File: src/sqc_defines.svh
// Register offsets, field positions, reset values for the switch QoS/snoop/mirror control bank.
// Assumes byte-wide registers on a plain 16-bit address port.
`ifndef SQC_DEFINES_SVH
`define SQC_DEFINES_SVH

// ==========================================
// Offsets
`define SQC_ADDR_DSCP_MAP_30   16'h035E
`define SQC_ADDR_DSCP_MAP_31   16'h035F
`define SQC_ADDR_MIRROR_SNOOP  16'h0370
`define SQC_ADDR_WRED_MAP      16'h0378
`define SQC_ADDR_PTP_EVENT     16'h037C

// ==========================================
// Field positions
`define SQC_BIT_IGMP_EN        6
`define SQC_BIT_MLD_OPT        3
`define SQC_BIT_MLD_EN         2
`define SQC_BIT_SNIFF_AND      0
`define SQC_BIT_PTP_OVR        7

// ==========================================
// Reset values and writable masks
`define SQC_RST_DSCP_MAP       8'h00
`define SQC_RST_MIRROR_SNOOP   8'h00
`define SQC_RST_WRED_MAP       8'h39
`define SQC_RST_PTP_EVENT      8'h0F
`define SQC_MASK_DSCP_MAP      8'h77
`define SQC_MASK_MIRROR_SNOOP  8'h4D
`define SQC_MASK_WRED_MAP      8'h3F
`define SQC_MASK_PTP_EVENT     8'h8F

// ==========================================
// IPv6 next-header codes
`define SQC_NH_HOP_BY_HOP      8'h00
`define SQC_NH_ICMPV4          8'h01
`define SQC_NH_ICMPV6          8'h3A
`define SQC_NH_ROUTING         8'h2B
`define SQC_NH_FRAGMENT        8'h2C
`define SQC_NH_ESP             8'h32
`define SQC_NH_AH              8'h33
`define SQC_NH_DEST_OPTS       8'h3C

// ==========================================
// DSCP code points served here
`define SQC_DSCP_3C            6'h3C
`define SQC_DSCP_3D            6'h3D
`define SQC_DSCP_3E            6'h3E
`define SQC_DSCP_3F            6'h3F

`endif

File: src/sqc_pkg.sv
// Types shared by the switch QoS/snoop/mirror control bank.
// Assumes nothing beyond a SystemVerilog compiler.
package sqc_pkg;
	typedef logic [7:0] sqc_byte_t;
	typedef logic [2:0] sqc_prio3_t;
	typedef logic [3:0] sqc_prio4_t;
	typedef logic [1:0] sqc_dscp2_t;
endpackage
File: src/sqc_ctrl.sv
// Global QoS, snooping and mirroring control registers with their classification decisions.
// Assumes one core clock, synchronous inputs and a never-waiting register port master.
//
// The plain strobed port was left to the implementer.
`timescale 1ns/10ps
`include "sqc_defines.svh"

// Behaviour
// - Register 0x035E gives the priority for DSCP 0x3C in bits 2:0 and DSCP 0x3D in bits 6:4, both reset to zero.
// - Register 0x035F gives the priority for DSCP 0x3E in bits 2:0 and DSCP 0x3F in bits 6:4, bits 7 and 3 read zero.
// - With bit 6 of 0x0370 set every IGMP packet goes to the host port, otherwise none is snooped, reset clear.
// - With bit 2 set every MLD packet goes to the host port, otherwise MLD snooping is off.
// - With bit 3 set a packet is MLD when next header, or hop-by-hop next header after 0, is 43, 44, 50, 51 or 60.
// - With bit 3 clear a packet is MLD when next header, or hop-by-hop next header after 0, is 1 or 58.
// - With bit 0 set a frame is mirrored only when both source and destination ports match the sniffed ports.
// - With bit 0 clear a frame is mirrored when either source or destination port matches.
// - Nothing is mirrored unless the per-port ingress mirroring settings are also enabled.
// - Register 0x0378 holds the red DSCP in bits 5:4 reset 11b, and bits 7:6 read zero.
// - The same register holds yellow in bits 3:2 reset 10b and green in bits 1:0 reset 01b.
// - Bit 7 of 0x037C forces PTP event messages to the programmed priority, clear lets QoS decide.
// - Bits 3:0 of 0x037C, reset 1111b, are the forced PTP event priority and bits 6:4 read zero.
module sqc_ctrl (
	input  wire logic              clk_i,
	input  wire logic              rst_i,
	input  wire logic [15:0]       addr_i,
	input  wire sqc_pkg::sqc_byte_t wdata_i,
	input  wire logic              wr_i,
	input  wire logic              rd_i,
	output logic [7:0]             rdata_o,
	input  wire logic              pkt_valid_i,
	input  wire logic [5:0]        pkt_dscp_i,
	input  wire logic              pkt_is_igmp_i,
	input  wire logic              pkt_is_ipv6_i,
	input  wire logic [7:0]        pkt_next_hdr_i,
	input  wire logic [7:0]        pkt_hbh_next_hdr_i,
	input  wire logic              pkt_is_ptp_event_i,
	input  wire logic [3:0]        pkt_qos_prio_i,
	input  wire logic              src_port_match_i,
	input  wire logic              dst_port_match_i,
	input  wire logic              port_mirror_en_i,
	output logic                   dscp_hit_o,
	output logic [2:0]             dscp_prio_o,
	output logic                   to_host_o,
	output logic                   mirror_o,
	output logic [3:0]             queue_prio_o,
	output logic [1:0]             wred_red_dscp_o,
	output logic [1:0]             wred_yellow_dscp_o,
	output logic [1:0]             wred_green_dscp_o
);
	import sqc_pkg::*;

	// ==========================================
	// Register storage
	sqc_byte_t map30_q;
	sqc_byte_t map31_q;
	sqc_byte_t snoop_q;
	sqc_byte_t wred_q;
	sqc_byte_t ptp_q;

	// Only writable bits are stored; reserved bits stay zero
	function automatic sqc_byte_t merge(input sqc_byte_t d, input sqc_byte_t mask);
		return d & mask;
	endfunction

	// One next-header code against the criteria picked by the option bit
	function automatic logic mld_code(input logic [7:0] nh, input logic opt);
		logic hit;
		if (opt) begin
			hit = (nh == `SQC_NH_ROUTING) ||
			      (nh == `SQC_NH_FRAGMENT) ||
			      (nh == `SQC_NH_ESP) ||
			      (nh == `SQC_NH_AH) ||
			      (nh == `SQC_NH_DEST_OPTS);
		end else begin
			hit = (nh == `SQC_NH_ICMPV4) ||
			      (nh == `SQC_NH_ICMPV6);
		end
		return hit;
	endfunction

	// Upper or lower priority field of a mapping byte
	function automatic sqc_prio3_t map_field(input sqc_byte_t map, input logic upper);
		sqc_prio3_t f;
		if (upper) begin
			f = map[6:4];
		end else begin
			f = map[2:0];
		end
		return f;
	endfunction

	// Full 16-bit compare, so no alias of a register ever answers
	function automatic logic addr_is(input logic [15:0] a, input logic [15:0] target);
		return a == target;
	endfunction

	// ==========================================
	// Address decode, shared by the write and read paths
	logic sel_map30;
	logic sel_map31;
	logic sel_snoop;
	logic sel_wred;
	logic sel_ptp;
	always_comb begin
		sel_map30 = addr_is(addr_i, `SQC_ADDR_DSCP_MAP_30);
		sel_map31 = addr_is(addr_i, `SQC_ADDR_DSCP_MAP_31);
		sel_snoop = addr_is(addr_i, `SQC_ADDR_MIRROR_SNOOP);
		sel_wred  = addr_is(addr_i, `SQC_ADDR_WRED_MAP);
		sel_ptp   = addr_is(addr_i, `SQC_ADDR_PTP_EVENT);
	end

	// Strobe and decode meet once here; each register process sees only its own enable
	logic wr_map30;
	logic wr_map31;
	logic wr_snoop;
	logic wr_wred;
	logic wr_ptp;
	always_comb begin
		wr_map30 = wr_i && sel_map30;
		wr_map31 = wr_i && sel_map31;
		wr_snoop = wr_i && sel_snoop;
		wr_wred  = wr_i && sel_wred;
		wr_ptp   = wr_i && sel_ptp;
	end

	// ==========================================
	// Register writes: a write lands at the edge that samples the strobe
	always_ff @(posedge clk_i) begin
		if (rst_i) begin
			map30_q <= `SQC_RST_DSCP_MAP;
		end else if (wr_map30) begin
			map30_q <= merge(wdata_i, `SQC_MASK_DSCP_MAP);
		end
	end

	always_ff @(posedge clk_i) begin
		if (rst_i) begin
			map31_q <= `SQC_RST_DSCP_MAP;
		end else if (wr_map31) begin
			map31_q <= merge(wdata_i, `SQC_MASK_DSCP_MAP);
		end
	end

	always_ff @(posedge clk_i) begin
		if (rst_i) begin
			snoop_q <= `SQC_RST_MIRROR_SNOOP;
		end else if (wr_snoop) begin
			snoop_q <= merge(wdata_i, `SQC_MASK_MIRROR_SNOOP);
		end
	end

	always_ff @(posedge clk_i) begin
		if (rst_i) begin
			wred_q <= `SQC_RST_WRED_MAP;
		end else if (wr_wred) begin
			wred_q <= merge(wdata_i, `SQC_MASK_WRED_MAP);
		end
	end

	always_ff @(posedge clk_i) begin
		if (rst_i) begin
			ptp_q <= `SQC_RST_PTP_EVENT;
		end else if (wr_ptp) begin
			ptp_q <= merge(wdata_i, `SQC_MASK_PTP_EVENT);
		end
	end

	// ==========================================
	// Read port: data stand one cycle after the strobe, zero otherwise
	sqc_byte_t reg_view;
	sqc_byte_t rdata_d;
	always_comb begin
		if (sel_map30) begin
			reg_view = map30_q;
		end else if (sel_map31) begin
			reg_view = map31_q;
		end else if (sel_snoop) begin
			reg_view = snoop_q;
		end else if (sel_wred) begin
			reg_view = wred_q;
		end else if (sel_ptp) begin
			reg_view = ptp_q;
		end else begin
			// Unmapped addresses read zero
			reg_view = 8'h00;
		end
	end

	// Zero outside a read, so a stale value is never mistaken for data
	always_comb begin
		rdata_d = rd_i ? reg_view : 8'h00;
	end

	always_ff @(posedge clk_i) begin
		if (rst_i) begin
			rdata_o <= 8'h00;
		end else begin
			rdata_o <= rdata_d;
		end
	end

	// ==========================================
	// DSCP to priority for the top four code points
	// Lower code points are mapped elsewhere and pass here as a miss
	logic       hit_d;
	sqc_prio3_t prio_d;
	always_comb begin
		hit_d  = pkt_valid_i;
		prio_d = 3'h0;
		case (pkt_dscp_i)
			`SQC_DSCP_3C: prio_d = map_field(map30_q, 1'b0);
			`SQC_DSCP_3D: prio_d = map_field(map30_q, 1'b1);
			`SQC_DSCP_3E: prio_d = map_field(map31_q, 1'b0);
			`SQC_DSCP_3F: prio_d = map_field(map31_q, 1'b1);
			default:      hit_d  = 1'b0;
		endcase
	end

	always_ff @(posedge clk_i) begin
		if (rst_i) begin
			dscp_hit_o  <= 1'b0;
			dscp_prio_o <= 3'h0;
		end else begin
			dscp_hit_o  <= hit_d;
			dscp_prio_o <= prio_d;
		end
	end

	// ==========================================
	// Snooping toward the host port
	logic nh_hit;
	logic hbh_hit;
	logic is_mld;
	logic igmp_fwd;
	logic mld_fwd;
	always_comb begin
		// One option bit picks the code set for both header positions
		nh_hit   = mld_code(pkt_next_hdr_i, snoop_q[`SQC_BIT_MLD_OPT]);
		hbh_hit  = (pkt_next_hdr_i == `SQC_NH_HOP_BY_HOP) &&
		           mld_code(pkt_hbh_next_hdr_i, snoop_q[`SQC_BIT_MLD_OPT]);
		is_mld   = pkt_is_ipv6_i && (nh_hit || hbh_hit);
		igmp_fwd = snoop_q[`SQC_BIT_IGMP_EN] && pkt_is_igmp_i;
		// Option is only consulted behind the enable
		mld_fwd  = snoop_q[`SQC_BIT_MLD_EN] && is_mld;
	end

	always_ff @(posedge clk_i) begin
		if (rst_i) begin
			to_host_o <= 1'b0;
		end else begin
			to_host_o <= pkt_valid_i && (igmp_fwd || mld_fwd);
		end
	end

	// ==========================================
	// Mirroring filter
	logic sniff_hit;
	logic mirror_d;
	always_comb begin
		if (snoop_q[`SQC_BIT_SNIFF_AND]) begin
			sniff_hit = src_port_match_i && dst_port_match_i;
		end else begin
			sniff_hit = src_port_match_i || dst_port_match_i;
		end
	end

	// The global filter alone never mirrors; the port must ask for it as well
	always_comb begin
		mirror_d = pkt_valid_i && port_mirror_en_i && sniff_hit;
	end

	always_ff @(posedge clk_i) begin
		if (rst_i) begin
			mirror_o <= 1'b0;
		end else begin
			mirror_o <= mirror_d;
		end
	end

	// ==========================================
	// PTP event priority override at queuing
	logic ptp_force;
	// Non-event messages are not seen here and keep their normal priority
	always_comb begin
		ptp_force = pkt_is_ptp_event_i && ptp_q[`SQC_BIT_PTP_OVR];
	end

	always_ff @(posedge clk_i) begin
		if (rst_i) begin
			queue_prio_o <= 4'h0;
		end else if (ptp_force) begin
			queue_prio_o <= ptp_q[3:0];
		end else begin
			queue_prio_o <= pkt_qos_prio_i;
		end
	end

	// ==========================================
	// WRED colour code points
	// Outputs leave reset already showing the register's reset fields
	localparam sqc_byte_t wred_rst = `SQC_RST_WRED_MAP;
	always_ff @(posedge clk_i) begin
		if (rst_i) begin
			wred_red_dscp_o    <= wred_rst[5:4];
			wred_yellow_dscp_o <= wred_rst[3:2];
			wred_green_dscp_o  <= wred_rst[1:0];
		end else begin
			wred_red_dscp_o    <= wred_q[5:4];
			wred_yellow_dscp_o <= wred_q[3:2];
			wred_green_dscp_o  <= wred_q[1:0];
		end
	end
endmodule

File: config.mk
export PLATFORM = sky130hd
export DESIGN_NAME = sqc_ctrl
export DESIGN_NICKNAME = d
export VERILOG_FILES = /design/src/sqc_pkg.sv /design/src/sqc_ctrl.sv
export VERILOG_INCLUDE_DIRS = /design/src
export SDC_FILE = /design/constraint.sdc
export NUM_CORES = 1
export LEC_CHECK = 0
export BUFFER_PORTS_ARGS = -buffer_cell sky130_fd_sc_hd__buf_2
export CAP_MARGIN = 30
export CORE_MARGIN = 10
export CORE_UTILIZATION = 25
export DETAILED_ROUTE_END_ITERATION = 10
export PLACE_DENSITY = 0.52
export SETUP_SLACK_MARGIN = 0.5
export SYNTH_ARGS = -nofsm -noshare
export SYNTH_HDL_FRONTEND = slang
export SYNTH_SLANG_ARGS = --single-unit
File: constraint.sdc
create_clock -name clk_i -period 1.9 [get_ports clk_i]
set_input_delay 0.38 -clock clk_i [delete_from_list [all_inputs] [get_ports clk_i]]
set_output_delay 0.38 -clock clk_i [all_outputs]
set_load 0.05 [all_outputs]
==> qor.txt <==
Fill count - 969
Reg clk slew, reported paths - 0.10 ns
Via density - 4.500
Total GRT Usage - 0.1006
Area leader, netlist - dfxtp_1
Core area - 9240 µm²
Yosys Warn Count - 0
Hold/Removal Path Class - input pin to flop
Maximum VDD drop - 0.0003139 V
CP startpoint kind - input pin
Vias in the first global route - 2,239
CTS tree - built
Site row count - 35
Post-synth EDFFs - 0
Endpoints failing setup - 0
Post-Syn Instances - 237
Chip Height - 117.3 µm
Area Growth Syn to Fin - 44.48%
N_diodes - 0
Slew Limit Fails - 0
Clk_lat worst skew - 0.30 ns
Synth unique cells - 49
Most frequent cell after synthesis - dfxtp_1
Drc violations - 0
Top cell type's share of synthesized area - 0.4311
Crit Path Category - input pin to flop
Share of the yosys chip area belonging to registers - 0.4311
DP HPWL - 5.760 mm
Post-Syn Area - 2369 µm²
Storage cell area - 1021 µm²
Nets - 403
Arrival @ worst endpoint - 1.88 ns
FFs w/ async S/R, synth - 0
Initial DRC Count - 62
FF+latch count, synth - 51
Fin Setup TNS - 0 ns
Total number of vias - 2,124
Post-DRT Antenna Nets - 0
P_leak - 1.523 nW
IO buf count - 84
Starting density of the core - 0.2563
Initial antenna violation count - 0
Min cycle time layout - 1.682 ns
PwrDens - 612.4 nW/µm²
Die Width - 117.3 µm
Run status - finished clean
CTS max path bufs - 2
Relative slew slack - 0.7493
WL final - 7.329 mm
Final clock skew - 0.008361 ns
Syn avg cell area - 9.994 µm²
H-tree depth - 2
WL/cell - 15.53 µm
Top cells by count, synth - dfxtp_1, nor2_1, mux2i_1
Area occupied by multi-input gates - 1444 µm²
Max Fclk - 0.5944 GHz
Final period utilization - 0.8855
Full die area - 13,770 µm²
Inserted Clock Buffers - 5
IO Count - 85
Initial DRT Pass Iterations - 4
Final hold viol count - 0
Primary FF master, synth - dfxtp_1
Dominant cells by area after synthesis - dfxtp_1, mux2i_1, nor2_1, nor2b_1, a211o_1
Syn nets - 298
Largest net degree at the start of global routing - 38
Clock sinks - 51
Wire length of the first global-routing pass - 11.61 mm
Critical Path Fanout Max - 3
Critical path endpoint category - flop
Worst Tran Pin Value - 0.3666 ns
CTS root buffer - clkbuf_8
RSZ-0062 raised after global routing - yes
MaxCap Viol Count - 0
Share of cells above drive strength 1 - 0.4781
GPL Wtd Cong - 0.7608
WP data required - 2.10 ns
Total grt overflow - 0
Core Util, Final - 0.3703
Post-CTS Hold Fix Bufs - 0
[layout by cell type, fill, tap and decap left out, types with 2 or more instances in the layout]
cell	count
nor3_1	3
a22oi_1	3
nand2b_1	5
or3_4	2
inv_1	2
clkbuf_8	6
nand3b_1	3
nor4_1	2
nor4_4	3
a32oi_2	2
nor2_1	30
a211o_1	8
buf_4	20
nand3_1	5
buf_2	77
nand4_1	4
or2_2	5
nand4bb_4	2
buf_8	2
a21oi_1	8
mux2i_1	20
mux2_2	6
nor4_2	3
nand2_1	12
dfxtp_1	51
mux4_2	3
nor2b_1	13
buf_6	9
nor2b_2	4
[stage by stage]
stage,setup slack [ns],power (mW),std cells,hold slack [ns],area (µm²)
floorplan,-0.002427,1.198,237,0.4321,2397
global placement,-0.1194,1.307,455,0.4703,3008
detailed placement,-0.1592,1.309,455,0.4604,3008
CTS,0.2175,2.109,470,0.3094,3299
global route,0.1430,2.185,472,0.3045,3422
finish,0.2176,2.096,472,0.3216,3422
[cells by family after synthesis]
family | synth area share
flip-flops | 0.4311
buffers and inverters | 0.03381
AO/OA/AOI/OAI | 0.1025
AND/OR/NAND/NOR | 0.2868
multiplexers | 0.1458
[power by group]
part / total, mW / switching (mW) / internal (mW)
logic: 0.243 / 0.134 / 0.109
registers: 1.07 / 0.00109 / 1.07
clock network: 0.778 / 0.352 / 0.427
[sequential cells by signal, indices dropped and copies added, names as in the netlist, 3 cells and up]
signal	count
rdata_o	8
dscp_prio_o	3
map30_q	6
queue_prio_o	4
map31_q	6
ptp_q	5
wred_q	6
snoop_q	4
[layout make-up]
cell class,instances,area share
flip-flops and latches,51,0.2984
clock inverters,2,0.01024
well taps,129,0.04717
inverters,3,0.003291
repair buffers,108,0.1949
clock buffers,6,0.02413
multi-input cells,173,0.4219
[critical path, cell delays in order]
cell	delay [ns]
buf_6	0.09
or3_4	0.41
nor4_4	0.31
and4b_2	0.29
buf_4	0.12
nor2b_1	0.04
a211o_1	0.25
[path summary, 6_finish.rpt]
check	to	from	cells past startpoint	slack [ns]
worst max-delay path	wred_q[5]	addr_i[13]	7	0.22
worst min-delay path	queue_prio_o[0]	pkt_qos_prio_i[0]	3	0.32
worst max register to register	to_host_o	snoop_q[3]	4	0.65
worst min register to register	wred_red_dscp_o[1]	wred_q[5]	1	0.49
[routing by layer]
layer  GRT usage  share of wire  vias up
li1            -              -     1072
met5           0              0        -
met2      0.1710           0.50       46
met1      0.1207           0.44     1004
met3     0.03309          0.058        2
met4     0.01878         0.0034        0
[what timing repair did]
item	4_1_cts	5_1_grt
setup buffers	7	2
endpoints found under the setup margin	33	36
pin swaps	19	16
resized for setup	23	23
No activity file was read; power rests on OpenSTA's default activity.
